`config.mk`:
```
export PLATFORM = sky130hd
export DESIGN_NAME = ser_status
export DESIGN_NICKNAME = d
export VERILOG_FILES = /design/src/inc/ser_pkg.sv /design/src/verilog/ser_ram.sv /design/src/verilog/ser_status.sv
export SDC_FILE = /design/constraint.sdc
export NUM_CORES = 1
export LEC_CHECK = 0
export BUFFER_PORTS_ARGS = -buffer_cell sky130_fd_sc_hd__buf_2
export CELL_PAD_IN_SITES_DETAIL_PLACEMENT = 0
export CELL_PAD_IN_SITES_GLOBAL_PLACEMENT = 2
export CORE_UTILIZATION = 45
export DETAILED_ROUTE_END_ITERATION = 10
export PLACE_DENSITY_LB_ADDON = 0.2
export SETUP_SLACK_MARGIN = 0.15
export SYNTH_ARGS = -nofsm -noshare
export SYNTH_HDL_FRONTEND = slang
export SYNTH_HIERARCHICAL = 1
export SYNTH_SLANG_ARGS = --single-unit
```
`constraint.sdc`:
```
create_clock -name mclk -period 13.7 [get_ports mclk]
set_input_delay 1.37 -clock mclk [delete_from_list [all_inputs] [get_ports mclk]]
set_output_delay 1.37 -clock mclk [all_outputs]
set_load 0.01 [all_outputs]
```
`src/inc/ser_pkg.sv`:
```
/*
  Constants, types and helpers of the status and event reporting block.
  Assumes a 32-bit AHB-Lite slave decoding the low 8 address bits.
*/
package ser_pkg;
  // ==========================================
  // Register map
  localparam logic [7:0] OFS_CMD    = 8'h00;
  localparam logic [7:0] OFS_EVT    = 8'h04;
  localparam logic [7:0] OFS_DEV_EN = 8'h08;
  localparam logic [7:0] OFS_EVT_EN = 8'h0C;
  localparam logic [7:0] OFS_SRQ_EN = 8'h10;
  localparam logic [7:0] OFS_STB    = 8'h18;
  localparam logic [7:0] OFS_RESP   = 8'h1C;
  localparam logic [7:0] DEV_EN_RST = 8'hFF;
  localparam logic [7:0] EVT_EN_RST = 8'h00;
  localparam logic [7:0] SRQ_EN_RST = 8'h00;
  // ==========================================
  // Command codes in the command register
  localparam logic [3:0] CMD_ESR_Q   = 4'h1;
  localparam logic [3:0] CMD_ALL_Q   = 4'h2;
  localparam logic [3:0] CMD_EVENT_Q = 4'h3;
  localparam logic [3:0] CMD_MSG_Q   = 4'h4;
  localparam logic [3:0] CMD_OPC     = 4'h5;
  localparam logic [3:0] CMD_OPC_Q   = 4'h6;
  localparam logic [3:0] CMD_WAI     = 4'h7;
  localparam logic [3:0] CMD_CAL_Q   = 4'h8;
  localparam logic [3:0] CMD_RST     = 4'h9;
  localparam logic [3:0] CMD_TST_Q   = 4'hA;
  localparam logic [3:0] CMD_SELF_CAL = 4'hB;
  // ==========================================
  // Event codes
  localparam logic [9:0] EV_EMPTY = 10'h000;
  localparam logic [9:0] EV_PEND  = 10'h001;
  localparam logic [9:0] EV_CMD   = 10'h064;
  localparam logic [9:0] EV_SYN   = 10'h066;
  localparam logic [9:0] EV_TYPE  = 10'h068;
  localparam logic [9:0] EV_PARM  = 10'h06C;
  localparam logic [9:0] EV_EXE   = 10'h0C8;
  localparam logic [9:0] EV_RANGE = 10'h0DE;
  localparam logic [9:0] EV_DEV   = 10'h12C;
  localparam logic [9:0] EV_TST   = 10'h14A;
  localparam logic [9:0] EV_OVFL  = 10'h15E;
  localparam logic [9:0] EV_PON   = 10'h191;
  localparam logic [9:0] EV_OPC   = 10'h192;
  localparam logic [9:0] EV_QINT  = 10'h19A;
  localparam logic [9:0] EV_QUNT  = 10'h1A4;
  localparam logic [9:0] EV_QIND  = 10'h1B8;
  // ==========================================
  // Bit positions
  localparam int ESR_PON = 7;
  localparam int ESR_CME = 5;
  localparam int ESR_EXE = 4;
  localparam int ESR_DDE = 3;
  localparam int ESR_QYE = 2;
  localparam int ESR_OPC = 0;
  localparam int STB_RQS = 6;
  localparam int STB_ESB = 5;
  localparam int STB_MAV = 4;
  // ==========================================
  // Queues; response word is {kind, value}
  localparam logic [3:0] EVQ_DEPTH = 4'hA;
  localparam int         EVQ_AW    = 4;
  localparam int         RSQ_AW    = 4;
  localparam logic [4:0] RSQ_DEPTH = 5'h10;
  localparam logic [1:0] RK_NUM    = 2'h0;
  localparam logic [1:0] RK_MSG    = 2'h1;
  localparam logic [1:0] RK_CHR    = 2'h2;
  localparam logic [7:0] CHR_ONE   = 8'h31;
  typedef struct packed {
    logic [1:0] kind;
    logic [9:0] val;
  } ser_resp_t;
  // ==========================================
  // Bus carriers
  typedef struct packed {
    logic        hsel;
    logic [7:0]  haddr;
    logic [1:0]  htrans;
    logic        hwrite;
    logic [2:0]  hsize;
    logic        hready;
    logic [31:0] hwdata;
  } ser_ahb_req_t;
  typedef struct packed {
    logic        hreadyout;
    logic        hresp;
    logic [31:0] hrdata;
  } ser_ahb_rsp_t;

  // Event status bit raised by a code
  function automatic logic [7:0] ser_event_bit(input logic [9:0] code);
    logic [7:0] b;
    b = 8'h00;
    case (code)
      EV_CMD, EV_SYN, EV_TYPE, EV_PARM: b[ESR_CME] = 1'b1;
      EV_EXE, EV_RANGE:                 b[ESR_EXE] = 1'b1;
      EV_DEV, EV_TST:                   b[ESR_DDE] = 1'b1;
      EV_PON:                           b[ESR_PON] = 1'b1;
      EV_OPC:                           b[ESR_OPC] = 1'b1;
      EV_QINT, EV_QUNT, EV_QIND:        b[ESR_QYE] = 1'b1;
      default:                          b = 8'h00;
    endcase
    return b;
  endfunction : ser_event_bit
endpackage : ser_pkg

```
`src/verilog/ser_ram.sv`:
```
/*
  Small synchronous memory with registered read data.
  Assumes read address is the next-cycle address; writes bypass to it.
*/
`timescale 1ns/1ps
`default_nettype none
module ser_ram #(
  parameter int W  = 8,
  parameter int D  = 16,
  parameter int AW = 4
) (
  input  wire logic          mclk,   // Clock
  input  wire logic          we,     // Write strobe
  input  wire logic [AW-1:0] waddr,  // Write address
  input  wire logic [W-1:0]  wdata,  // Write data
  input  wire logic [AW-1:0] raddr,  // Read address
  output logic      [W-1:0]  rdata   // Registered read data
);
  logic [W-1:0] mem [D];

  always_ff @(posedge mclk)
  begin
    if (we)
    begin
      mem[waddr] <= wdata;
    end
    // Bypass keeps a just-written head visible
    if (we && (waddr == raddr))
    begin
      rdata <= wdata;
    end
    else
    begin
      rdata <= mem[raddr];
    end
  end
endmodule : ser_ram
`default_nettype wire

```
`src/verilog/ser_status.sv`:
```
/*
  Status byte, event status, event queue and response queue over AHB-Lite.
  Assumes a single AHB-Lite master, word transfers, and an op_busy level
  from the long-running operations.
*/
// Implementation choices: the address map and the AHB-Lite register port.
`timescale 1ns/1ps
`default_nettype none
module ser_status (
  input  wire logic                 mclk,     // 125 MHz clock
  input  wire logic                 reset_n,  // Async reset
  input  wire ser_pkg::ser_ahb_req_t ahb_req, // AHB-Lite request
  output ser_pkg::ser_ahb_rsp_t     ahb_rsp,  // AHB-Lite response
  input  wire logic                 op_busy,  // Long operation pending
  output logic                      op_start, // Long operation start
  output logic [3:0]                op_kind,  // Command that started it
  output logic                      srq_n     // Service request line
);
  // ==========================================
  // State
  typedef enum logic [0:0] {S_IDLE, S_EMIT} ser_fsm_t;
  typedef struct packed {
    logic [7:0]  dev_en;
    logic [7:0]  evt_en;
    logic [7:0]  srq_en;
    logic [7:0]  esr;
    logic        event_summary_bit;
    logic [3:0]  ev_head;
    logic [3:0]  ev_cnt;
    logic [3:0]  ev_rcnt;
    logic [3:0]  rs_head;
    logic [4:0]  rs_cnt;
    ser_fsm_t    fsm;
    logic        q_msg;
    logic        q_all;
    logic        dp_valid;
    logic        dp_write;
    logic [7:0]  dp_addr;
    logic        rd_done;
    logic [31:0] hrdata;
    logic        wai_hold;
    logic        opc_arm;
    logic        opcq_arm;
    logic        pon_pend;
    logic        qint_pend;
    logic        op_start;
    logic [3:0]  op_kind;
  } ser_state_t;

  ser_state_t        s;
  ser_state_t        next_s;
  logic [9:0]        ev_rdata;
  ser_pkg::ser_resp_t rs_rdata;
  logic              ev_we;
  logic [3:0]        ev_waddr;
  logic [9:0]        ev_wdata;
  logic              rs_we;
  logic [3:0]        rs_waddr;
  ser_pkg::ser_resp_t rs_wdata;
  logic [7:0]        status_byte;
  logic              master_summary_bit;
  logic              stall;
  logic              dp_done;
  logic              cmd_exec;
  logic              evt_exec;
  logic              ev_take;
  logic [9:0]        ev_code;
  logic [7:0]        ev_bit;
  logic [3:0]        cmd;

  // Index plus offset, wrapped at event queue depth
  function automatic logic [3:0] ev_wrap(input logic [3:0] a, input logic [3:0] b);
    logic [4:0] t;
    t = {1'b0, a} + {1'b0, b};
    if (t >= {1'b0, ser_pkg::EVQ_DEPTH})
    begin
      t = t - {1'b0, ser_pkg::EVQ_DEPTH};
    end
    return t[3:0];
  endfunction : ev_wrap

  // ==========================================
  // Status byte and service request
  always_comb
  begin
    status_byte                   = 8'h00;
    status_byte[ser_pkg::STB_ESB] = s.event_summary_bit;
    status_byte[ser_pkg::STB_MAV] = (s.rs_cnt != 5'h00);
    master_summary_bit                           = |(status_byte & s.srq_en & 8'hBF);
    status_byte[ser_pkg::STB_RQS] = master_summary_bit;
  end

  // line released once no enabled bit
  assign srq_n    = ~master_summary_bit;
  assign op_start = s.op_start;
  assign op_kind  = s.op_kind;

  // ==========================================
  // Bus data phase
  assign cmd = ahb_req.hwdata[3:0];
  always_comb
  begin
    stall = 1'b0;
    if (s.dp_valid && s.dp_write && (s.fsm != S_IDLE) &&
        (s.dp_addr == ser_pkg::OFS_CMD || s.dp_addr == ser_pkg::OFS_EVT))
    begin
      stall = 1'b1;
    end
    if (s.dp_valid && s.dp_write && s.wai_hold && op_busy &&
        s.dp_addr == ser_pkg::OFS_CMD)
    begin
      stall = 1'b1;
    end
    if (s.dp_valid && !s.dp_write && !s.rd_done)
    begin
      stall = 1'b1;
    end
  end

  assign dp_done  = s.dp_valid && !stall;
  assign cmd_exec = dp_done && s.dp_write && s.dp_addr == ser_pkg::OFS_CMD;
  assign evt_exec = dp_done && s.dp_write && s.dp_addr == ser_pkg::OFS_EVT;

  always_comb
  begin
    ahb_rsp.hreadyout = ~stall;
    ahb_rsp.hresp     = 1'b0;
    ahb_rsp.hrdata    = s.hrdata;
  end

  // ==========================================
  // Event source selection
  always_comb
  begin
    ev_take = 1'b0;
    ev_code = ser_pkg::EV_EMPTY;
    if (evt_exec)
    begin
      ev_take = 1'b1;
      ev_code = ahb_req.hwdata[9:0];
    end
    else if (s.fsm == S_IDLE && !cmd_exec)
    begin
      if (s.pon_pend)
      begin
        ev_take = 1'b1;
        ev_code = ser_pkg::EV_PON;
      end
      else if (s.opc_arm && !op_busy)
      begin
        ev_take = 1'b1;
        ev_code = ser_pkg::EV_OPC;
      end
      else if (s.qint_pend)
      begin
        ev_take = 1'b1;
        ev_code = ser_pkg::EV_QINT;
      end
    end
    ev_bit = ser_pkg::ser_event_bit(ev_code);
  end

  // ==========================================
  // Next state
  always_comb
  begin
    next_s     = s;
    ev_we      = 1'b0;
    ev_waddr   = ev_wrap(s.ev_head, s.ev_cnt);
    ev_wdata   = ev_code;
    rs_we      = 1'b0;
    rs_waddr   = s.rs_head + s.rs_cnt[3:0];
    rs_wdata   = '0;
    next_s.op_start = 1'b0;

    if (ahb_req.hready)
    begin
      next_s.dp_valid = ahb_req.hsel && ahb_req.htrans[1];
      next_s.dp_write = ahb_req.hwrite;
      next_s.dp_addr  = ahb_req.haddr;
      next_s.rd_done  = 1'b0;
    end

    // Register reads take one wait state in S_IDLE; in S_EMIT they wait until S_IDLE
    if (s.dp_valid && !s.dp_write && !s.rd_done && s.fsm == S_IDLE)
    begin
      next_s.rd_done = 1'b1;
      case (s.dp_addr)
        ser_pkg::OFS_DEV_EN: next_s.hrdata = {24'h000000, s.dev_en};
        ser_pkg::OFS_EVT_EN: next_s.hrdata = {24'h000000, s.evt_en};
        ser_pkg::OFS_SRQ_EN: next_s.hrdata = {24'h000000, s.srq_en};
        ser_pkg::OFS_STB:    next_s.hrdata = {24'h000000, status_byte};
        ser_pkg::OFS_RESP:
        begin
          next_s.hrdata = 32'h00000000;
          if (s.rs_cnt != 5'h00)
          begin
            next_s.hrdata  = {20'h00000, rs_rdata};
            next_s.rs_head = s.rs_head + 4'h1;
            next_s.rs_cnt  = s.rs_cnt - 5'h01;
          end
        end
        default:             next_s.hrdata = 32'h00000000;
      endcase
    end
    else if (s.dp_valid && !s.dp_write && s.fsm != S_IDLE)
    begin
      next_s.rd_done = 1'b0;
    end

    if (dp_done && s.dp_write)
    begin
      case (s.dp_addr)
        ser_pkg::OFS_DEV_EN: next_s.dev_en = ahb_req.hwdata[7:0];
        ser_pkg::OFS_EVT_EN: next_s.evt_en = ahb_req.hwdata[7:0];
        ser_pkg::OFS_SRQ_EN: next_s.srq_en = ahb_req.hwdata[7:0];
        default:             next_s.dev_en = s.dev_en;
      endcase
    end

    if (!op_busy)
    begin
      next_s.wai_hold = 1'b0;
    end

    // ------------------------------------------
    if (cmd_exec)
    begin
      next_s.rs_head = s.rs_head + s.rs_cnt[3:0];
      next_s.rs_cnt  = 5'h00;
      if (s.rs_cnt != 5'h00)
      begin
        next_s.qint_pend = 1'b1;
      end
      rs_waddr = s.rs_head + s.rs_cnt[3:0];
      case (cmd)
        ser_pkg::CMD_ESR_Q:
        begin
          rs_we           = 1'b1;
          rs_wdata        = {ser_pkg::RK_NUM, 2'b00, s.esr};
          next_s.rs_cnt   = 5'h01;
          next_s.esr      = 8'h00;
          next_s.event_summary_bit      = 1'b0;
          next_s.ev_head  = ev_wrap(s.ev_head, s.ev_rcnt);
          next_s.ev_cnt   = s.ev_cnt - s.ev_rcnt;
          next_s.ev_rcnt  = s.ev_cnt - s.ev_rcnt;
        end
        ser_pkg::CMD_ALL_Q, ser_pkg::CMD_EVENT_Q, ser_pkg::CMD_MSG_Q:
        begin
          next_s.q_all = (cmd == ser_pkg::CMD_ALL_Q);
          next_s.q_msg = (cmd != ser_pkg::CMD_EVENT_Q);
          if (s.ev_rcnt != 4'h0)
          begin
            next_s.fsm = S_EMIT;
          end
          else
          begin
            rs_we         = 1'b1;
            rs_wdata.kind = (cmd == ser_pkg::CMD_EVENT_Q) ? ser_pkg::RK_NUM : ser_pkg::RK_MSG;
            rs_wdata.val  = (s.ev_cnt == 4'h0) ? ser_pkg::EV_EMPTY : ser_pkg::EV_PEND;
            next_s.rs_cnt = 5'h01;
          end
        end
        ser_pkg::CMD_OPC:   next_s.opc_arm  = 1'b1;
        ser_pkg::CMD_OPC_Q: next_s.opcq_arm = 1'b1;
        ser_pkg::CMD_WAI:   next_s.wai_hold = op_busy;
        ser_pkg::CMD_CAL_Q, ser_pkg::CMD_RST, ser_pkg::CMD_TST_Q, ser_pkg::CMD_SELF_CAL:
        begin
          next_s.op_start = 1'b1;
          next_s.op_kind  = cmd;
        end
        default:            next_s.op_kind  = s.op_kind;
      endcase
    end
    else if (s.opcq_arm && !op_busy && s.fsm == S_IDLE && !s.dp_valid &&
             s.rs_cnt != ser_pkg::RSQ_DEPTH)
    begin
      rs_we           = 1'b1;
      rs_wdata        = {ser_pkg::RK_CHR, 2'b00, ser_pkg::CHR_ONE};
      next_s.rs_cnt   = s.rs_cnt + 5'h01;
      next_s.opcq_arm = 1'b0;
    end

    // ------------------------------------------
    if (s.fsm == S_EMIT)
    begin
      rs_we          = s.rs_cnt != ser_pkg::RSQ_DEPTH;
      rs_wdata.kind  = s.q_msg ? ser_pkg::RK_MSG : ser_pkg::RK_NUM;
      rs_wdata.val   = ev_rdata;
      next_s.rs_cnt  = s.rs_cnt + {4'h0, rs_we};
      next_s.ev_head = ev_wrap(s.ev_head, 4'h1);
      next_s.ev_cnt  = s.ev_cnt - 4'h1;
      next_s.ev_rcnt = s.ev_rcnt - 4'h1;
      if (!s.q_all || s.ev_rcnt == 4'h1)
      begin
        next_s.fsm = S_IDLE;
      end
    end

    // ------------------------------------------
    if (ev_take)
    begin
      if (ev_code == ser_pkg::EV_PON)
      begin
        next_s.pon_pend = 1'b0;
      end
      else if (ev_code == ser_pkg::EV_OPC && !evt_exec)
      begin
        next_s.opc_arm = 1'b0;
      end
      else if (ev_code == ser_pkg::EV_QINT && !evt_exec)
      begin
        next_s.qint_pend = 1'b0;
      end
      if ((ev_bit & s.dev_en) != 8'h00)
      begin
        next_s.esr = s.esr | ev_bit;
        if ((ev_bit & s.evt_en) != 8'h00)
        begin
          next_s.event_summary_bit = 1'b1;
        end
        ev_we = 1'b1;
        if (s.ev_cnt != ser_pkg::EVQ_DEPTH)
        begin
          next_s.ev_cnt = s.ev_cnt + 4'h1;
        end
        else
        begin
          ev_waddr = ev_wrap(s.ev_head, ser_pkg::EVQ_DEPTH - 4'h1);
          ev_wdata = ser_pkg::EV_OVFL;
        end
      end
    end
  end

  // ==========================================
  // Registers
  always_ff @(posedge mclk or negedge reset_n)
  begin
    if (!reset_n)
    begin
      s           <= '0;
      s.fsm       <= S_IDLE;
      s.dev_en    <= ser_pkg::DEV_EN_RST;
      s.evt_en    <= ser_pkg::EVT_EN_RST;
      s.srq_en    <= ser_pkg::SRQ_EN_RST;
      s.pon_pend  <= 1'b1;
    end
    else
    begin
      s <= next_s;
    end
  end

  // ==========================================
  // Queue memories
  ser_ram #(.W(10), .D(10), .AW(ser_pkg::EVQ_AW)) u_evq (
    .mclk  (mclk),
    .we    (ev_we),
    .waddr (ev_waddr),
    .wdata (ev_wdata),
    .raddr (next_s.ev_head),
    .rdata (ev_rdata)
  );

  ser_ram #(.W(12), .D(16), .AW(ser_pkg::RSQ_AW)) u_rsq (
    .mclk  (mclk),
    .we    (rs_we),
    .waddr (rs_waddr),
    .wdata (rs_wdata),
    .raddr (next_s.rs_head),
    .rdata (rs_rdata)
  );

  // ==========================================
  // Checks
  property p_mav;
    @(posedge mclk) disable iff (!reset_n) (s.rs_cnt != 5'h00) |-> status_byte[4];
  endproperty
  a_mav: assert property (p_mav) else $error("message bit low with responses");
  property p_flush;
    @(posedge mclk) disable iff (!reset_n)
      cmd_exec && s.rs_cnt != 5'h00 |=> s.qint_pend && s.rs_cnt <= 5'h01;
  endproperty
  a_flush: assert property (p_flush) else $error("lost responses not flagged");
  property p_depth;
    @(posedge mclk) disable iff (!reset_n) s.ev_cnt <= 4'hA && s.ev_rcnt <= s.ev_cnt;
  endproperty
  a_depth: assert property (p_depth) else $error("event queue count wrong");
  property p_ovfl;
    @(posedge mclk) disable iff (!reset_n)
      ev_take && (ev_bit & s.dev_en) != 8'h00 && s.ev_cnt == 4'hA |->
      ev_wdata == 10'h15E ##1 s.ev_cnt == 4'hA;
  endproperty
  a_ovfl: assert property (p_ovfl) else $error("overflow not coded");
  property p_esr_clr;
    @(posedge mclk) disable iff (!reset_n)
      cmd_exec && cmd == 4'h1 |=> s.esr == 8'h00 && !s.event_summary_bit && s.ev_rcnt == s.ev_cnt;
  endproperty
  a_esr_clr: assert property (p_esr_clr) else $error("status query did not clear");
  property p_gate;
    @(posedge mclk) disable iff (!reset_n)
      ev_take && (ev_bit & s.dev_en) == 8'h00 |=> $stable(s.ev_cnt) && $stable(s.esr);
  endproperty
  a_gate: assert property (p_gate) else $error("masked event recorded");
  property p_srq;
    @(posedge mclk) disable iff (!reset_n)
      (s.event_summary_bit && s.srq_en[ser_pkg::STB_ESB]) ||
      (s.rs_cnt != 5'h00 && s.srq_en[ser_pkg::STB_MAV])
      |-> !srq_n && status_byte[ser_pkg::STB_RQS];
  endproperty
  a_srq: assert property (p_srq) else $error("service request missing");
  property p_srq_off;
    @(posedge mclk) disable iff (!reset_n)
      !((s.event_summary_bit && s.srq_en[ser_pkg::STB_ESB]) ||
        (s.rs_cnt != 5'h00 && s.srq_en[ser_pkg::STB_MAV]))
      |-> srq_n && !status_byte[ser_pkg::STB_RQS];
  endproperty
  a_srq_off: assert property (p_srq_off) else $error("service request kept");
  property p_wai;
    @(posedge mclk) disable iff (!reset_n)
      s.wai_hold && op_busy && s.dp_valid && s.dp_write && s.dp_addr == 8'h00
      |-> !ahb_rsp.hreadyout;
  endproperty
  a_wai: assert property (p_wai) else $error("command ran during wait");
  property p_opcq;
    @(posedge mclk) disable iff (!reset_n) s.opcq_arm && op_busy |=> s.opcq_arm;
  endproperty
  a_opcq: assert property (p_opcq) else $error("completion answered early");
  c_ovfl: cover property (@(posedge mclk) ev_take && s.ev_cnt == 4'hA);
  c_all:  cover property (@(posedge mclk) s.fsm == S_EMIT && s.q_all && s.ev_rcnt == 4'h3);
  c_srq:  cover property (@(posedge mclk) !srq_n);
  c_wai:  cover property (@(posedge mclk) s.wai_hold && stall);
endmodule : ser_status
`default_nettype wire
```
==> metrics.txt <==
# TYPE chip_impl_metric gauge
chip_impl_metric{name="power.density_cell_area",unit="nW/µm²"} 133
chip_impl_metric{name="ys_async_sr_fraction",unit="%"} 23.1
chip_impl_metric{name="fin_util",unit="%"} 50.7
chip_impl_metric{name="timing_worst_slew_pin_value",unit="ns"} 1.22
chip_impl_info{name="highest_delay_cell_along_the_critical_path",value="sky130_fd_sc_hd__nor2_1"} 1
chip_impl_info{name="cts_tree",value="done"} 1
chip_impl_metric{name="number_of_enable_flip_flop_cells_after_synthesis",unit=""} 292
chip_impl_info{name="synth_most_common_cell",value="sky130_fd_sc_hd__edfxtp_1"} 1
chip_impl_info{name="setup_repair_after_global_routing_missed_its_margin",value="no"} 1
chip_impl_metric{name="routed_wire_length_per_instance",unit="µm"} 21.8
chip_impl_metric{name="clockPowerShare",unit="%"} 42.3
chip_impl_metric{name="yosysUniqueCellTypes",unit=""} 81
chip_impl_metric{name="synth_seq_area_share",unit="%"} 63.2
chip_impl_metric{name="drive_above_1_share",unit="%"} 21.3
chip_impl_metric{name="required_time_reported_for_the_critical_path_endpoint",unit="ns"} 13.88
chip_impl_metric{name="dieArea",unit="µm²"} 40200
chip_impl_metric{name="area_growth",unit="%"} 10.9
chip_impl_metric{name="netSwitchingFraction",unit="%"} 23.3
chip_impl_metric{name="finalPower",unit="µW"} 2600
chip_impl_metric{name="yosys.area.top_type_share",unit="%"} 49.5
chip_impl_metric{name="worst-path-buf-inv",unit=""} 0
chip_impl_metric{name="cts_setup_buffers",unit=""} 0
chip_impl_metric{name="grt.total_usage",unit="%"} 20.1
chip_impl_metric{name="drt_iter0_drc",unit=""} 596
chip_impl_metric{name="overall_die_height",unit="µm"} 200
chip_impl_info{name="critPathTopFamily",value="simple AND/OR/NAND/NOR gates"} 1
chip_impl_metric{name="place_congestion",unit=""} 0.814
chip_impl_metric{name="finish.net_count",unit=""} 1348
chip_impl_metric{name="final.setup_skew",unit="ns"} 0.0188
chip_impl_metric{name="drv.max_cap_violation_count",unit=""} 0
chip_impl_metric{name="cts.clk_slew.worst_paths",unit="ns"} 0.06
chip_impl_metric{name="starting_utilization_of_the_core_area",unit="%"} 45.7
chip_impl_metric{name="comb_power_share",unit="%"} 7.7
chip_impl_metric{name="vias",unit=""} 10200
chip_impl_metric{name="route.final.wire_length",unit="µm"} 39600
chip_impl_metric{name="worst_ep_arrival_time",unit="ns"} 5.35
chip_impl_metric{name="cts-hold-fix-buffers",unit=""} 0
chip_impl_info{name="critical_path.startpoint_type",value="flip-flop"} 1
chip_impl_metric{name="yosysWarnings",unit=""} 6
chip_impl_metric{name="antenna_left",unit=""} 0
chip_impl_info{name="timing.setup.critical_path_class",value="flip-flop to flip-flop"} 1
chip_impl_info{name="synth_flop_cell",value="sky130_fd_sc_hd__edfxtp_1"} 1
chip_impl_metric{name="finalMaxSlewViolations",unit=""} 0
chip_impl_metric{name="switching_power",unit="µW"} 607
chip_impl_metric{name="setup_violations",unit=""} 0
chip_impl_metric{name="setup_total_negative_slack",unit="ns"} 0
chip_impl_metric{name="wire_length_of_the_first_global_routing_pass",unit="µm"} 61200
chip_impl_metric{name="internal_power",unit="µW"} 2000
chip_impl_metric{name="drt_pre_antenna_iters",unit=""} 5
chip_impl_metric{name="pin_count",unit=""} 91
chip_impl_metric{name="leakage",unit="µW"} 0.00735
chip_impl_metric{name="placementRows",unit=""} 72
chip_impl_metric{name="diodes",unit=""} 0
chip_impl_info{name="worstHoldStart",value="op_kind[3]"} 1
chip_impl_metric{name="layout_min_cycle_time",unit="ns"} 5.18
chip_impl_metric{name="placed_cells_incl_taps",unit=""} 1739
chip_impl_metric{name="slew-limit-headroom",unit="%"} 17.8
chip_impl_info{name="cts-root-buf",value="sky130_fd_sc_hd__clkbuf_16"} 1
chip_impl_metric{name="grt_max_degree",unit=""} 74
chip_impl_info{name="status",value="finished clean"} 1
chip_impl_metric{name="max_freq",unit="GHz"} 0.193
chip_impl_metric{name="power.share.sequential",unit="%"} 50.0
chip_impl_info{name="netlist_top_cells_count",value="292 x sky130_fd_sc_hd__edfxtp_1, 110 x sky130_fd_sc_hd__nand2_1, 81 x sky130_fd_sc_hd__dfrtp_1"} 1
chip_impl_metric{name="clk_path_buf_depth",unit=""} 3
chip_impl_info{name="end_kind",value="flip-flop"} 1
chip_impl_metric{name="h_tree_depth",unit=""} 2
chip_impl_metric{name="syn_area_per_cell",unit="µm²"} 14.5
chip_impl_metric{name="ir_drop",unit="V"} 0.0000911
chip_impl_metric{name="drc_errors",unit=""} 0
chip_impl_info{name="crit-reg2reg-launch",value="s[48]"} 1
chip_impl_metric{name="globalRoute.totalOverflow",unit=""} 0
chip_impl_metric{name="post_synth_inst_count",unit=""} 1222
chip_impl_metric{name="cts-buffers-inserted",unit=""} 42
chip_impl_info{name="timing.hold.worst.class",value="flip-flop to flip-flop"} 1
chip_impl_metric{name="clock-sinks",unit=""} 390
chip_impl_metric{name="ys_seq_elements",unit=""} 390
chip_impl_metric{name="initial_antenna_violation_count",unit=""} 2
chip_impl_metric{name="finish.cell_count_without_fillers",unit=""} 1816
chip_impl_metric{name="fp.coreArea",unit="µm²"} 38700
chip_impl_metric{name="portBuffers",unit=""} 43
chip_impl_metric{name="layout_worst_path_cycle_share",unit="%"} 37.8
chip_impl_metric{name="clock_insertion_delay_worst_skew",unit="ns"} 0.57
chip_impl_metric{name="timing.final.hold_violations",unit=""} 0
chip_impl_metric{name="mappedNetlistArea",unit="µm²"} 17700
chip_impl_info{name="synthTopCellsByArea",value="sky130_fd_sc_hd__edfxtp_1 49%, sky130_fd_sc_hd__dfrtp_1 11%, sky130_fd_sc_hd__mux4_2 4.2%"} 1
chip_impl_metric{name="critPathMaxFanout",unit=""} 17
chip_impl_info{name="critical_path.startpoint",value="s[48]"} 1
chip_impl_metric{name="die_w",unit="µm"} 200
chip_impl_metric{name="fill_cells",unit=""} 3351
chip_impl_metric{name="cts_resized",unit=""} 0
chip_impl_metric{name="dp_hpwl",unit="µm"} 25700
chip_impl_info{name="synth_top_area_cell",value="sky130_fd_sc_hd__edfxtp_1"} 1
chip_impl_info{name="cp_cell_sequence",value="or4_1 -> or4_4 -> o311ai_1 -> a221oi_1 -> o211ai_1 -> nand2_1 -> o21bai_4 -> o21ai_1 -> or3b_2 -> nor2_1"} 1
chip_impl_metric{name="first_global_vias",unit=""} 10200
chip_impl_metric{name="cp_slowest_stage_delay",unit="ns"} 0.79
chip_impl_metric{name="routed_via_density",unit=""} 5.60
through the flow:
step                area [µm²]  setup WS, ns  hold WS (ns)
CTS                      19600          8.43         0.468
global placement         18300          8.07         0.444
detailed placement       18300          8.02         0.454
global route             19600          8.15         0.495
floorplan                17800          8.69         0.436
finish                   19600          8.52         0.464
power groups by stage:
stage | Combinational, µW | Clock [µW] | Sequential (µW)
floorplan | 152 | 0 | 1320
global placement | 202 | 0 | 1330
detailed placement | 203 | 0 | 1330
CTS | 204 | 1130 | 1300
global route | 225 | 1170 | 1300
finish | 202 | 1100 | 1300
worst paths after layout:
check / depth (start not counted) / slack, ns / to
setup / recovery: 10 / 8.52 / u_evq/mem[1][6]
hold / removal: 1 / 0.46 / op_kind[3]
setup reg to reg: 10 / 8.52 / u_evq/mem[1][6]
hold reg to reg: 1 / 0.46 / op_kind[3]
max in group asynchronous: 2 / 11.77 / s[73]
min in group asynchronous: 1 / 0.67 / s[58]
worst reg2reg max path, delay by kind of cell, from the launching register on:
kind | cells | cell delay [ns]
AND/OR/NAND/NOR | 5 | 2.90
flip-flops | 1 | 0.39
AO/OA/AOI/OAI | 5 | 1.50
final cells by class:
| class | count | area (µm²) | share of cell area, % |
|---|---|---|---|
| clock inverter | 20 | 165 | 0.841 |
| tap | 518 | 648 | 3.30 |
| multi-input combinational | 730 | 5900 | 30.1 |
| inverter | 25 | 93.8 | 0.478 |
| timing repair buffer | 76 | 465 | 2.37 |
| sequential | 390 | 11200 | 57.0 |
| clock buffer | 57 | 1170 | 5.97 |
state kept, by name, summed over array words and instances, names as in the netlist, named ones only:
name and flops:
s 73, op_kind 4, u_rsq/mem 192, ahb_rsp 12, op_start 1, u_evq/mem 100
metal layers:
metal | wire length, µm | vias to the layer above | global-route usage, %
met5 | 23 | - | 0
met4 | 1160 | 4 | 6.84
met3 | 1930 | 71 | 3.73
met2 | 18100 | 223 | 31.1
met1 | 18300 | 5132 | 28.6
li1 | - | 4741 | -
cells in the final DEF (no fill, tap or decap), drive strengths merged, types with 39 or more instances in the layout:
| cell | instances |
|---|---|
| a21oi | 39 |
| buf | 76 |
| clkbuf | 57 |
| dfrtp | 81 |
| edfxtp | 292 |
| mux2 | 65 |
| mux4 | 48 |
| nand2 | 110 |
| nor2 | 66 |
| o21ai | 43 |
logic make-up (layout without fill, tap and decap cells):
family	Yosys count	in the layout	synth area share, %
buffers and inverters	122	178	4.06
other	1	21	0.0212
flip-flops	390	390	63.2
AO/OA/AOI/OAI	216	216	8.88
XOR/XNOR	27	27	1.33
multiplexers	141	141	12.2
adder cells (fa/ha/maj)	32	32	2.43
AND/OR/NAND/NOR	293	293	7.97
No activity file was read; power rests on OpenSTA's default activity.
